==> src/pkg/dual_issue_pkg.sv <==
// Constants and types shared by the dual-issue integer pipeline control.
// Assumes one core clock; instruction descriptors come from an external parser.
package dual_issue_pkg;

    // Prefetch geometry per variant.
    localparam logic [31:0] LINE_BYTES_BASE = 32'h0000_0020;
    localparam logic [31:0] LINE_BYTES_EXT  = 32'h0000_0010;
    localparam logic [1:0]  LAST_BUF_BASE   = 2'h1;
    localparam logic [1:0]  LAST_BUF_EXT    = 2'h3;

    // Decode window or instruction FIFO capacity in entries.
    localparam logic [2:0]  QUEUE_CAP_BASE  = 3'h2;
    localparam logic [2:0]  QUEUE_CAP_EXT   = 3'h4;

    // Values after reset.
    localparam logic [31:0] RESET_FETCH_ADDR = 32'h0000_0000;
    localparam logic [1:0]  RESET_ACTIVE_BUF = 2'h0;

    // Cycles an instruction needing ALU and cache spends in execute beyond the first.
    localparam logic        EX_EXTRA_CYCLES  = 1'h1;

    typedef struct packed {
        logic       valid;
        logic       simple;
        logic [2:0] pfx;
        logic       branch;
        logic       cond;
        logic       disp_imm;
        logic       alu_mem;
        logic       pred_taken;
        logic       dst_en;
        logic [3:0] dst;
        logic [3:0] src_a;
        logic [3:0] src_b;
    } desc_t;

    typedef struct packed {
        logic [3:0][31:0] fetch_addr;
        logic [1:0]       active;
        logic             fetch_req;
        logic             in_ready;
        desc_t [1:0]      pf_slot;
        logic [2:0]       pf_wait;
        desc_t [1:0]      ld_slot;
        logic [2:0]       ld_wait;
        desc_t [3:0]      q;
        logic [2:0]       qcnt;
        desc_t            d2_u;
        desc_t            d2_v;
        desc_t            ex_u;
        desc_t            ex_v;
        logic             ex_extra;
        desc_t            wb_u;
        desc_t            wb_v;
        logic             issue_u;
        logic             issue_v;
        logic             issue_prefix;
        logic             flush;
        logic [31:0]      restart_addr;
        logic [31:0]      fetch_line;
    } state_t;

endpackage : dual_issue_pkg

==> src/core/dual_issue_integer_pipeline.sv <==
// Control for a dual-issue integer pipeline: prefetch buffers, optional length
// decode and instruction FIFO, paired decode, address generation, execute, writeback.
// Assumes the code cache answers fetches and a parser delivers up to two descriptors.
`timescale 1ns/10ps

module dual_issue_integer_pipeline #(
    parameter bit EXTENDED = 1'b0   // Zero for base variant, one for extended.
) (
    input  wire logic        clk,            // Core clock.
    input  wire logic        rst,            // Asynchronous reset, active high.
    output logic             fetch_req,      // Fetch request to the code cache.
    output logic [1:0]       fetch_buf,      // Prefetch buffer issuing the request.
    output logic [31:0]      fetch_addr,     // Line address requested.
    input  wire logic        cache_ack,      // Requested line delivered.
    input  wire logic        cache_branch,   // Delivered line holds a branch.
    input  wire logic        btb_taken,      // Branch target buffer predicts taken.
    input  wire logic [31:0] btb_target,     // Predicted target address.
    output logic             in_ready,       // Descriptor pair may be offered.
    input  wire logic [1:0]  in_valid,       // Slot valid; slot one implies slot zero.
    input  wire logic [1:0]  in_simple,      // Slot is a simple instruction.
    input  wire logic [3:0]  in_prefixes,    // Prefix count per slot, two bits each.
    input  wire logic [1:0]  in_esc_0f,      // Slot carries the 0Fh escape.
    input  wire logic [1:0]  in_near_jcc,    // Slot is a near conditional jump.
    input  wire logic [1:0]  in_branch,      // Slot is a branch.
    input  wire logic [1:0]  in_cond,        // Branch is conditional.
    input  wire logic [1:0]  in_disp_imm,    // Slot has displacement and immediate.
    input  wire logic [1:0]  in_alu_mem,     // Slot needs ALU and data cache.
    input  wire logic [1:0]  in_pred_taken,  // Slot branch predicted taken.
    input  wire logic [1:0]  in_long,        // Slot is a long instruction.
    input  wire logic        in_misaligned,  // Pair starts at a misaligned target.
    input  wire logic [1:0]  in_dst_en,      // Slot writes a register.
    input  wire logic [7:0]  in_dst,         // Destination register per slot.
    input  wire logic [7:0]  in_src_a,       // First source register per slot.
    input  wire logic [7:0]  in_src_b,       // Second source register per slot.
    input  wire logic        d1_stall,       // External hold at first decode.
    input  wire logic        d2_stall,       // External hold at address generation.
    input  wire logic        ex_u_stall,     // Primary pipe execute hold.
    input  wire logic        ex_v_stall,     // Secondary pipe execute hold.
    input  wire logic        ex_u_taken,     // Resolved outcome of primary branch.
    input  wire logic        ex_v_taken,     // Resolved outcome of secondary branch.
    input  wire logic        wb_v_taken,     // Resolved outcome of secondary cond branch.
    input  wire logic [31:0] ex_fix_addr,    // Correct path for an execute mismatch.
    input  wire logic [31:0] wb_fix_addr,    // Correct path for a writeback mismatch.
    output logic             issue_u,        // Instruction issued to primary pipe.
    output logic             issue_v,        // Instruction issued to secondary pipe.
    output logic             issue_prefix,   // Primary issue was a prefix.
    output logic             d2_u_valid,     // Primary address stage occupied.
    output logic             d2_v_valid,     // Secondary address stage occupied.
    output logic             ex_u_valid,     // Primary execute stage occupied.
    output logic             ex_v_valid,     // Secondary execute stage occupied.
    output logic             wb_u_valid,     // Primary writeback stage occupied.
    output logic             wb_v_valid,     // Secondary writeback stage occupied.
    output logic             flush,          // Pipes flushed, one-cycle pulse.
    output logic [31:0]      restart_addr    // Address fetching restarted at.
);

    dual_issue_pkg::state_t s;
    dual_issue_pkg::state_t next_s;

    always_comb
    begin
        dual_issue_pkg::desc_t [5:0] list;
        dual_issue_pkg::desc_t [1:0] src;
        dual_issue_pkg::desc_t       h0;
        dual_issue_pkg::desc_t       h1;
        dual_issue_pkg::desc_t [1:0] inp;
        logic [31:0] line;
        logic [1:0]  last_buf;
        logic [2:0]  cap;
        logic [2:0]  scnt;
        logic [2:0]  total;
        logic [2:0]  n_iss;
        logic [2:0]  wait_in;
        logic        src_ok;
        logic        take;
        logic        pair;
        logic        can_issue;
        logic        ex_any;
        logic        ex_hold;
        logic        ex_move;
        logic        d2_any;
        logic        d2_move;
        logic        d2_free;
        logic        mis_ex;
        logic        mis_wb;
        logic        raw_waw;
        list      = '0;
        src       = '0;
        h0        = '0;
        h1        = '0;
        inp       = '0;
        scnt      = 3'h0;
        total     = 3'h0;
        n_iss     = 3'h0;
        take      = 1'b0;
        pair      = 1'b0;
        raw_waw   = 1'b0;
        next_s    = s;
        next_s.flush        = 1'b0;
        next_s.issue_u      = 1'b0;
        next_s.issue_v      = 1'b0;
        next_s.issue_prefix = 1'b0;

        line     = EXTENDED ? dual_issue_pkg::LINE_BYTES_EXT : dual_issue_pkg::LINE_BYTES_BASE;
        last_buf = EXTENDED ? dual_issue_pkg::LAST_BUF_EXT : dual_issue_pkg::LAST_BUF_BASE;
        cap      = EXTENDED ? dual_issue_pkg::QUEUE_CAP_EXT : dual_issue_pkg::QUEUE_CAP_BASE;

        // Only the active buffer requests; a predicted taken branch hands over.
        if (s.fetch_req && cache_ack)
        begin
            if (cache_branch && btb_taken)
            begin
                next_s.active = (s.active == last_buf) ? 2'h0 : s.active + 2'h1;
                next_s.fetch_addr[next_s.active] = btb_target & ~(line - 32'h1);
            end
            else
            begin
                next_s.fetch_addr[s.active] = s.fetch_addr[s.active] + line;
            end
        end
        next_s.fetch_req = 1'b1;

        // Execute: either pipe's stall holds both, plus the extra ALU-and-cache clock.
        ex_any  = s.ex_u.valid | s.ex_v.valid;
        ex_hold = (ex_u_stall & s.ex_u.valid) | (ex_v_stall & s.ex_v.valid) | s.ex_extra;
        ex_move = ex_any & ~ex_hold;
        next_s.ex_extra = 1'b0;
        next_s.wb_u = ex_move ? s.ex_u : '0;
        next_s.wb_v = ex_move ? s.ex_v : '0;

        // Secondary conditional branches are verified one stage later than the rest.
        mis_ex = ex_move & ((s.ex_u.valid & s.ex_u.branch & (ex_u_taken != s.ex_u.pred_taken))
               | (s.ex_v.valid & s.ex_v.branch & ~s.ex_v.cond
                  & (ex_v_taken != s.ex_v.pred_taken)));
        mis_wb = s.wb_v.valid & s.wb_v.branch & s.wb_v.cond
               & (wb_v_taken != s.wb_v.pred_taken);

        // Address generation feeds execute only when both execute slots clear.
        d2_any  = s.d2_u.valid | s.d2_v.valid;
        d2_move = d2_any & ~d2_stall & (~ex_any | ex_move);
        d2_free = ~d2_any | d2_move;
        if (d2_move)
        begin
            next_s.ex_u     = s.d2_u;
            next_s.ex_v     = s.d2_v;
            next_s.ex_extra = (s.d2_u.alu_mem | s.d2_v.alu_mem) & dual_issue_pkg::EX_EXTRA_CYCLES;
        end
        else if (ex_move)
        begin
            next_s.ex_u = '0;
            next_s.ex_v = '0;
        end

        // Source of new descriptors for the decode window.
        if (EXTENDED)
        begin
            src    = s.ld_slot;
            src_ok = s.ld_slot[0].valid && (s.ld_wait == 3'h0);
        end
        else
        begin
            src    = s.pf_slot;
            src_ok = s.pf_slot[0].valid;
        end
        scnt = src_ok ? {2'h0, src[0].valid} + {2'h0, src[1].valid} : 3'h0;

        // FIFO contents first, then the bypass entries, so an empty FIFO adds no delay.
        for (int i = 0; i < 6; i++)
        begin
            if (i < int'(s.qcnt))
            begin
                list[i] = s.q[i];
            end
            else if (i - int'(s.qcnt) < int'(scnt))
            begin
                list[i] = ((i - int'(s.qcnt)) == 0) ? src[0] : src[1];
            end
        end
        h0 = list[0];
        h1 = list[1];

        // Two decoders look at the next two sequential entries.
        can_issue = h0.valid & d2_free & ~d1_stall;
        raw_waw = h0.dst_en & ((h1.dst_en & (h0.dst == h1.dst))
                | (h0.dst == h1.src_a) | (h0.dst == h1.src_b));
        pair = h1.valid & h0.simple & h1.simple & (h1.pfx == 3'h0) & ~h0.branch
             & ~h0.disp_imm & ~h1.disp_imm & ~raw_waw;
        if (can_issue)
        begin
            next_s.issue_u = 1'b1;
            if (h0.pfx != 3'h0)
            begin
                // A prefix goes alone to the primary pipe and stays counted on its base.
                next_s.issue_prefix = 1'b1;
                next_s.d2_u         = '0;
                next_s.d2_u.valid   = 1'b1;
                next_s.d2_v         = '0;
                list[0].pfx         = h0.pfx - 3'h1;
            end
            else
            begin
                next_s.d2_u    = h0;
                next_s.d2_v    = pair ? h1 : '0;
                next_s.issue_v = pair;
                n_iss          = pair ? 3'h2 : 3'h1;
            end
        end
        else if (d2_move)
        begin
            next_s.d2_u = '0;
            next_s.d2_v = '0;
        end

        // Take the new entries only if what is left still fits.
        total = s.qcnt + scnt;
        take  = src_ok && ((total - n_iss) <= cap);
        total = take ? total : s.qcnt;
        for (int i = 0; i < 4; i++)
        begin
            next_s.q[i] = ((i + int'(n_iss)) < int'(total)) ? list[i + int'(n_iss)] : '0;
        end
        next_s.qcnt = total - n_iss;

        // Extended length decode: prefixes resolved and entry stalls counted down.
        for (int j = 0; j < 2; j++)
        begin
            inp[j].valid      = in_valid[j];
            inp[j].simple     = in_simple[j];
            inp[j].branch     = in_branch[j];
            inp[j].cond       = in_cond[j];
            inp[j].disp_imm   = in_disp_imm[j];
            inp[j].alu_mem    = in_alu_mem[j];
            inp[j].pred_taken = in_pred_taken[j];
            inp[j].dst_en     = in_dst_en[j];
            inp[j].dst        = in_dst[4*j +: 4];
            inp[j].src_a      = in_src_a[4*j +: 4];
            inp[j].src_b      = in_src_b[4*j +: 4];
            // In the base variant the 0Fh escape costs a decode clock unless it opens a near jump.
            inp[j].pfx = {1'b0, in_prefixes[2*j +: 2]}
                       + {2'h0, ~EXTENDED & in_esc_0f[j] & ~in_near_jcc[j]};
        end
        wait_in = {1'b0, in_prefixes[1:0]} + {1'b0, in_prefixes[3:2]}
                + {2'h0, in_long[0] | in_long[1]} + {2'h0, in_misaligned};

        if (EXTENDED)
        begin
            if (take)
            begin
                next_s.ld_slot = '0;
            end
            else if (s.ld_wait != 3'h0)
            begin
                next_s.ld_wait = s.ld_wait - 3'h1;
            end
            if (s.pf_slot[0].valid && (!s.ld_slot[0].valid || take))
            begin
                next_s.ld_slot = s.pf_slot;
                for (int j = 0; j < 2; j++)
                begin
                    next_s.ld_slot[j].pfx = 3'h0;
                end
                next_s.ld_wait = s.pf_wait;
                next_s.pf_slot = '0;
            end
        end
        else if (take)
        begin
            next_s.pf_slot = '0;
        end

        if (s.in_ready && in_valid[0])
        begin
            next_s.pf_slot = inp;
            next_s.pf_wait = wait_in;
        end

        // Oldest mismatch wins; every younger instruction is dropped.
        if (mis_wb || mis_ex)
        begin
            next_s.flush        = 1'b1;
            next_s.restart_addr = mis_wb ? wb_fix_addr : ex_fix_addr;
            next_s.active       = dual_issue_pkg::RESET_ACTIVE_BUF;
            next_s.fetch_addr[dual_issue_pkg::RESET_ACTIVE_BUF] = next_s.restart_addr;
            next_s.pf_slot      = '0;
            next_s.ld_slot      = '0;
            next_s.ld_wait      = 3'h0;
            next_s.q            = '0;
            next_s.qcnt         = 3'h0;
            next_s.d2_u         = '0;
            next_s.d2_v         = '0;
            next_s.ex_u         = '0;
            next_s.ex_v         = '0;
            next_s.ex_extra     = 1'b0;
            next_s.issue_u      = 1'b0;
            next_s.issue_v      = 1'b0;
            next_s.issue_prefix = 1'b0;
            if (mis_wb)
            begin
                next_s.wb_u = '0;
                next_s.wb_v = '0;
            end
            else if (s.ex_u.valid && s.ex_u.branch && (ex_u_taken != s.ex_u.pred_taken))
            begin
                next_s.wb_v = '0;
            end
        end

        next_s.in_ready = ~next_s.pf_slot[0].valid;
        next_s.fetch_line = next_s.fetch_addr[next_s.active];
    end

    always_ff @(posedge clk or posedge rst)
    begin
        if (rst)
        begin
            s              <= '0;
            s.fetch_addr   <= {4{dual_issue_pkg::RESET_FETCH_ADDR}};
            s.active       <= dual_issue_pkg::RESET_ACTIVE_BUF;
            s.restart_addr <= dual_issue_pkg::RESET_FETCH_ADDR;
            s.fetch_line   <= dual_issue_pkg::RESET_FETCH_ADDR;
        end
        else
        begin
            s <= next_s;
        end
    end

    assign fetch_req    = s.fetch_req;
    assign fetch_buf    = s.active;
    assign fetch_addr   = s.fetch_line;
    assign in_ready     = s.in_ready;
    assign issue_u      = s.issue_u;
    assign issue_v      = s.issue_v;
    assign issue_prefix = s.issue_prefix;
    assign d2_u_valid   = s.d2_u.valid;
    assign d2_v_valid   = s.d2_v.valid;
    assign ex_u_valid   = s.ex_u.valid;
    assign ex_v_valid   = s.ex_v.valid;
    assign wb_u_valid   = s.wb_u.valid;
    assign wb_v_valid   = s.wb_v.valid;
    assign flush        = s.flush;
    assign restart_addr = s.restart_addr;

endmodule : dual_issue_integer_pipeline

==> config.mk <==
export PLATFORM = sky130hd
export DESIGN_NAME = dual_issue_integer_pipeline
export DESIGN_NICKNAME = d
export VERILOG_FILES = /design/src/pkg/dual_issue_pkg.sv /design/src/core/dual_issue_integer_pipeline.sv
export SDC_FILE = /design/constraint.sdc
export NUM_CORES = 1
export LEC_CHECK = 0
export ABC_AREA = 0
export BUFFER_PORTS_ARGS = -buffer_cell sky130_fd_sc_hd__buf_2
export CORE_MARGIN = 2
export CORE_UTILIZATION = 53
export DETAILED_ROUTE_END_ITERATION = 10
export GPL_TIMING_DRIVEN = 1
export PLACE_DENSITY = 0.73
export SYNTH_ARGS = -nofsm -noshare
export SYNTH_HDL_FRONTEND = slang
export SYNTH_SLANG_ARGS = --single-unit
==> constraint.sdc <==
create_clock -name clk -period 21.6 [get_ports clk]
set_input_delay 6.48 -clock clk [delete_from_list [all_inputs] [get_ports clk]]
set_output_delay 6.48 -clock clk [all_outputs]
set_load 0.01 [all_outputs]
==> results of run 1 <==
==> logic make-up (layout without fill, tap and decap cells) <==
group | Yosys count | after routing
AOI/OAI and AO/OA | 750 | 750
and+or+nand+nor | 588 | 588
DFF | 354 | 354
buffers and inverters | 285 | 384
muxes | 146 | 146
xor gates and xnor gates | 45 | 45
adders and majority gates | 43 | 43
other | 2 | 3
==> critical path, cell delays in order <==
cell and delay [ns]:
buf_2 0.12, o21ai_0 0.23, nand3b_1 0.22, a21oi_1 0.29, and3_2 0.21, buf_4 0.52
nand2_1 0.16, a21o_1 0.32, inv_1 0.34, fa_1 0.48, o211ai_1 0.40, nor2_1 0.08
a21o_1 0.19, inv_1 0.15, ha_1 0.26, nor2b_1 0.13, o21ai_0 0.20, nor3b_2 1.00
o21ai_0 0.25, a211oi_1 0.28
==> sequential cells by signal, summed over array words and instances (netlist names), 2 cells and up <==
signal	count
fetch_addr	32
restart_addr	32
fetch_buf	2
s	276
==> layout make-up <==
cell class                 instances  share of cell area, %
antenna                            1                 0.0108
clock buffer                      64                   5.23
clock inverter                     8                  0.281
inverter                          45                  0.766
multi-input combinational       1574                   46.4
sequential                       354                   38.2
tap                              518                   2.80
timing repair buffer             267                   6.24
==> worst paths after layout <==
kind | end | slack, ns | cells past startpoint
worst min-delay path | s[469] | 0.38 | 0
min in group asynchronous | ex_u_valid | 6.05 | 2
worst max-delay path | s[295] | 9.74 | 20
max in group asynchronous | fetch_buf[0] | 13.82 | 3
worst max register to register | s[295] | 12.76 | 28
worst min register to register | s[469] | 0.38 | 0
==> cells in the mapped netlist, types with 6 or more instances <==
cell       number
mux2i_1        81
o22a_1         17
nor2_1        150
nand2b_1        6
dfrtp_1       354
a221oi_1       18
a31oi_1        11
nor2b_1        28
a221o_1        18
xnor2_1        19
xor2_1         26
o221a_2        10
buf_1          19
o21ai_1        16
a21o_1         10
and4_1          7
o21ai_0       106
nand3_1        50
mux4_2         25
a21oi_1       222
buf_6           6
buf_4          71
ha_1           40
o21a_1         37
o22ai_1        47
o2bb2ai_1      39
o221ai_1       35
or3_1          15
a22oi_1        45
a222oi_1        7
o211ai_1       10
inv_1          43
a22o_1         53
and3_1         17
mux2_2         34
nor3_1         13
nand4_1        10
a211oi_1        7
clkbuf_1      118
and2_1         29
buf_2          25
nand2_1       229
==> metal layers <==
metal / track usage, % / wire length (µm)
met2: 50.9 / 31100
met5: 0 / 0
met3: 8.15 / 8080
met4: 15.4 / 3080
met1: 45.6 / 27600
==> power groups by stage <==
stage,clock network (mW),logic (mW),registers (mW)
2_1_floorplan,0,1.15,0.900
3_3_place_gp,0,1.47,0.958
3_5_place_dp,0,1.51,0.967
4_1_cts,0.680,1.52,0.956
5_1_grt,0.710,1.67,0.979
6_report,0.673,1.56,0.965
==> metrics, run 1 <==
clk sink count 354; syn_area_per_cell 9.49 µm²; Post-synth top flop dfrtp_1; Post-Syn Instances between 2000 and 2500; most common cell after layout, fill and taps aside dfrtp_1; Routed Antenna Nets 0; skew final 0.0269 ns; Adder-Cell Fraction of Synth Area 2.67%; WS Path Type input pin to flip-flop; number of CTS-inserted buffers 40; Max-slew headroom 10.7%; crit path launch type input pin; area post-placement 21900 µm²; Synth Cell Area 21000 µm²; H-tree depth 2; most frequent cells in the layout dfrtp_1, nand2_1, buf_2; Min Hold Slack 0.376 ns; Internal 1.77 mW; Flop pwr share between 30% and 40%; Synth Area in XOR/XNOR 1.88%; Initial DRC Count 2486; status finished clean; Post-CTS Repair Setup Buffers 0; pwr dens 138 nW/µm²; TritonCTS clock tree built; I/O pin count 237; register bit total from synthesis 354; element type at the critical path end flip-flop; final worst path period need 11.86 ns; Mapped Nets 2415; Max FO, Critical Path 52; Die ar. 41200 µm²; Post-synth ARST share 100%; Achievable Freq around 84 MHz; Total Routing Usage GR 33.6%; DRC violations left 0; RR Startpoint s[208]; post-synthesis compound-gate area fraction approximately 24%; pre-CTS WS 9.41 ns; peak supply drop 0.0892 mV; Synthesis Warnings 0; setup_tns 0 ns; CP Data Required Time 22.06 ns; global route total overflow 0; area occupied by multi-input gates around 11000 µm²; endpoints failing setup 0; Fillers 3356; sw frac 44.8%; CP Launch Point ex_v_stall; clock root cell clkbuf_16; nets 2484; P_leak 10.7 nW; DRT Pass-1 Iters 8; Pwr Total 3.20 mW; initial antenna violation count 2; post-CTS sizing 0; core area 38900 µm²; clk slew on worst S/H paths 0.06 ns; Final Hold Violating Endpoints 0; share of post-route cells with drive strength above 1 between 10% and 20%; NetSw 1.43 mW; Final Non-Filler Cells 2831; fin util 59.6%; # rows 72; EDFF count, synth 0; Final Cycle Share 54.9%; Crit path arrival time 12.33 ns; Post-CTS Hold Fix Bufs 0; top post-synthesis cells by area dfrtp_1, a21oi_1, nand2_1, mux2i_1, mux4_2; Starting Density a little over half; Comb power frac 48.8%; unique cell type count in the Yosys netlist 92; first-pass GRT wire length 107000 µm; Max clock buf depth 3; Skew-Pair Late Insertion Delay 0.57 ns; Die H between 200 and 250 µm; routed wire length 69900 µm; vias 18800; vias in the first global route between 15000 and 20000; DP HPWL roughly 45000 µm; post-synthesis mux area share 8.90%; Post-Layout Inst Area 23200 µm²; final worst setup slack 9.74 ns; largest family of logic cells by synthesized area compound AO/OA/AOI/OAI gates; Slew Viols, Final 0; Hold Path Origin s[469]; Routed wire per std cell 24.7 µm; Area Growth Syn to Fin 10.4%; Die W 203 µm; Seq/Total Area, Yosys 42.2%; Post-Synth Simple-Gate Area 13.2%; IO Port Bufs 228; worst-margin pin slew roughly 1.3 ns; top-area cell type share of the netlist area 42.2%; RSZ-0062 raised after global routing no; GP Congestion between 0.9 and 1; clock share of power 21.0%; area leader, netlist dfrtp_1; Sequential Area between 8000 and 9000 µm²; placed cell count 2758; maxcap violations 0; pin count of the biggest net entering global routing 176; Worst Hold Class flip-flop to flip-flop; Via density 6.65
Power figures use the tool's default switching activity.
==> run 2: changes to the inputs <==
--- a/config.mk
+++ b/config.mk
@@ -5,13 +5,13 @@
 export SDC_FILE = /design/constraint.sdc
 export NUM_CORES = 1
 export LEC_CHECK = 0
-export ABC_AREA = 0
+export ABC_AREA = 1
 export BUFFER_PORTS_ARGS = -buffer_cell sky130_fd_sc_hd__buf_2
 export CORE_MARGIN = 2
 export CORE_UTILIZATION = 53
 export DETAILED_ROUTE_END_ITERATION = 10
 export GPL_TIMING_DRIVEN = 1
-export PLACE_DENSITY = 0.73
+export PLACE_DENSITY = 0.76
 export SYNTH_ARGS = -nofsm -noshare
 export SYNTH_HDL_FRONTEND = slang
 export SYNTH_SLANG_ARGS = --single-unit
==> constraint.sdc (replaced) <==
create_clock -name clk -period 10.35 [get_ports clk]
set_input_delay 3.105 -clock clk [delete_from_list [all_inputs] [get_ports clk]]
set_output_delay 3.105 -clock clk [all_outputs]
set_load 0.01 [all_outputs]
==> metrics, run 2 <==
status finished clean (unchanged); # rows 77 (was 72); area occupied by multi-input gates 11600 µm² (was 10800 µm²); top post-synthesis cells by area dfrtp_1, nand2_1, inv_1, o21ai_0, nand3_1 (was dfrtp_1, a21oi_1, nand2_1, mux2i_1, mux4_2); Skew-Pair Late Insertion Delay 0.60 ns (was 0.57 ns); pin count of the biggest net entering global routing 78 (was 176); most common cell after layout, fill and taps aside nand2_1 (was dfrtp_1); Slew Viols, Final 0 (unchanged); pwr dens 270 nW/µm² (was 138 nW/µm²); skew final 0.0282 ns (was 0.0269 ns); EDFF count, synth 0 (unchanged); IO Port Bufs 228 (unchanged); top-area cell type share of the netlist area 37.8% (was 42.2%); Post-CTS Hold Fix Bufs 0 (unchanged); most frequent CP cell inv_1 (was o21ai_0); pre-CTS WS 1.85 ns (was 9.41 ns); I/O pin count 237 (unchanged); peak supply drop 0.170 mV (was 0.0892 mV); P_leak 13.9 nW (was 10.7 nW); maxcap violations 0 (unchanged); most frequent cell after synthesis nand2_1 (was dfrtp_1); Routed Antenna Nets 0 (unchanged); WL met2 36700 µm (was 31100 µm); clock root cell clkbuf_16 (unchanged); share of post-route cells with drive strength above 1 12.1% (was 19.2%); Post-CTS Repair Setup Buffers 0 (unchanged); Via density 5.75 (was 6.65); Die ar. 45900 µm² (was 41200 µm²); Synth Cell Area 23400 µm² (was 21000 µm²); Total Routing Usage GR 34.5% (was 33.6%); Reg with most FFs s (unchanged); max reg flops 276 (unchanged); Worst Hold Class flip-flop to flip-flop (unchanged); WS Path Type flip-flop to flip-flop (was input pin to flip-flop); Final Non-Filler Cells 4132 (was 2831); Sequential Area 8860 µm² (about the same); DRC violations left 0 (unchanged); number of CTS-inserted buffers 41 (was 40); worst-margin pin slew 1.29 ns (was 1.33 ns); vias 23800 (was 18800); element type at the critical path end flip-flop (unchanged); H-tree depth 2 (unchanged); post-CTS sizing 0 (unchanged); biggest regs s (276), fetch_addr (32), restart_addr (32) (unchanged); Synthesis Warnings 0 (unchanged); Die W 214 µm (was 203 µm); Final Hold Violating Endpoints 0 (unchanged); R2R Setup Slk 1.74 ns (was 12.76 ns); Seq/Total Area, Yosys 37.8% (was 42.2%); Hold EP s[468] (was s[469]); first-pass GRT wire length 125000 µm (was 107000 µm); FF-to-FF End s[261] (was s[295]); Post-Syn Instances 3441 (was 2213); Post-synth top flop dfrtp_1 (unchanged); Die H 214 µm (was 203 µm); Hold Path Depth 0 (unchanged); initial antenna violation count 1 (was 2); vias in the first global route 22700 (was 18400); setup_tns 0 ns (unchanged); global route total overflow 0 (unchanged); unique cell type count in the Yosys netlist 60 (was 92); Mapped Nets 3643 (was 2415); DP HPWL 52100 µm (was 45100 µm); Initial DRC Count 2864 (was 2486); Max clock buf depth 3 (unchanged); register bit total from synthesis 354 (unchanged); metal3 WL 7890 µm (was 8080 µm); Max-slew headroom 13.6% (was 10.7%); endpoints failing setup 0 (unchanged); final worst setup slack 1.74 ns (was 9.74 ns); Achievable Freq 116 MHz; placed cell count 4056 (was 2758); RSZ-0062 raised after global routing no (unchanged); most frequent cells in the layout nand2_1, inv_1, dfrtp_1 (was dfrtp_1, nand2_1, buf_2); Final Cycle Share between 80% and 90%; routed wire length 80500 µm (was 69900 µm); GP Congestion 0.999 (was 0.954); core area 43900 µm² (was 38900 µm²); Max FO, Critical Path 46 (was 52); Post-Route M1 WL 29700 µm (was 27600 µm); DRT Pass-1 Iters 6 (was 8); cells on worst reg2reg path 29 (was 28); Fillers 4264 (was 3356); nets 3709 (was 2484); TritonCTS clock tree built (unchanged); Post-synth ARST share 100% (unchanged); Crit path arrival time 9.14 ns (was 12.33 ns); area leader, netlist dfrtp_1 (unchanged); Min Hold Slack 0.377 ns (was 0.376 ns); RR Startpoint s[209] (was s[208]); final worst path period need 8.61 ns; Synth top cells by count nand2_1, inv_1, dfrtp_1 (was dfrtp_1, nand2_1, a21oi_1); crit path launch type flip-flop (was input pin); clk slew on worst S/H paths 0.06 ns (about the same); Hold Path Origin s[468] (was s[469]); Slowest cell on crit path ha_1 (was nor3b_2); Routed wire per std cell 19.5 µm (was 24.7 µm); CP Data Required Time 10.87 ns (was 22.06 ns); clk sink count 354 (unchanged); Area Growth Syn to Fin 10.2% (was 10.4%); fin util 58.7% (was 59.6%); CP max stage delay 0.62 ns (was 1.00 ns); top layer reached by signal wires met4 (unchanged); syn_area_per_cell 6.81 µm² (was 9.49 µm²); Starting Density 53.3% (was 54.0%)
==> run 2: changes by cell type in the layout (fill, tap and decap cells not counted), moves of 79 or more <==
cell | previous run | this run
mux2i_1 | 81 | 2
nor2_1 | 145 | 292
o21ai_0 | 105 | 290
nand3_1 | 50 | 237
inv_1 | 41 | 417
nand2_1 | 229 | 944
==> run 2: how the worst max path moves through the flow <==
stage	startpoint	to	slack, ns	cells after the start
detailed placement	ex_v_stall	s[275]	1.85	23
finish	s[209]	s[261]	1.74	29
global placement	ex_v_stall	s[275]	1.93	23
global route	s[209]	s[257]	1.29	29
floorplan	rst	d2_u_valid	2.50	1
CTS	s[209]	s[261]	1.98	29
==> run 2: kinds of logic after synthesis <==
| family | count (synthesis) | synth area share [%] |
|---|---|---|
| adder cells (fa/ha/maj) | 43 | 2.39 |
| multiplexers | 2 | 0.0855 |
| XOR/XNOR | 22 | 0.919 |
| AO/OA/AOI/OAI | 749 | 17.9 |
| AND/OR/NAND/NOR | 1572 | 28.0 |
| buffers and inverters | 697 | 12.9 |
| flip-flops | 354 | 37.8 |
| other | 2 | 0.0321 |
==> run 2: area by class of cell <==
class	count	share of cell area [%]
Multi-Input combinational cell	2390	44.8
Tap cell	592	2.87
Clock buffer	54	4.48
Inverter	443	6.48
Clock inverter	21	1.16
Sequential cell	354	34.3
Timing Repair Buffer	277	5.85
Antenna cell	1	0.00970
==> run 2: where the power goes <==
part / switching, mW / internal (mW) / leakage [nW]
registers: 0.226 / 1.76 / 4.59
clock network: 0.640 / 0.944 / 0.709
logic: 2.36 / 1.04 / 8.56
==> run 2: stage by stage <==
stage	area, µm²	power, mW
after floorplan	23400	4.33
final	25800	6.96
after CTS	25800	6.86
after global routing	25800	7.40
after detailed placement	24300	5.25
after global placement	24300	5.20
==> run 2: layer usage <==
layer / global-route usage [%] / up-vias
li1: - / 11100
met1: 42.0 / 10900
met2: 55.2 / 1333
met3: 6.68 / 354
met4: 24.6 / 0
met5: 0 / -
==> run 2: critical path, delay by kind of cell (launching register included) <==
kind | cells | cell delay [ns]
buffers and inverters | 10 | 2.89
DFF | 1 | 0.36
AOI/OAI and AO/OA | 6 | 1.68
and+or+nand+nor | 8 | 1.61
adders and majority gates | 5 | 1.92
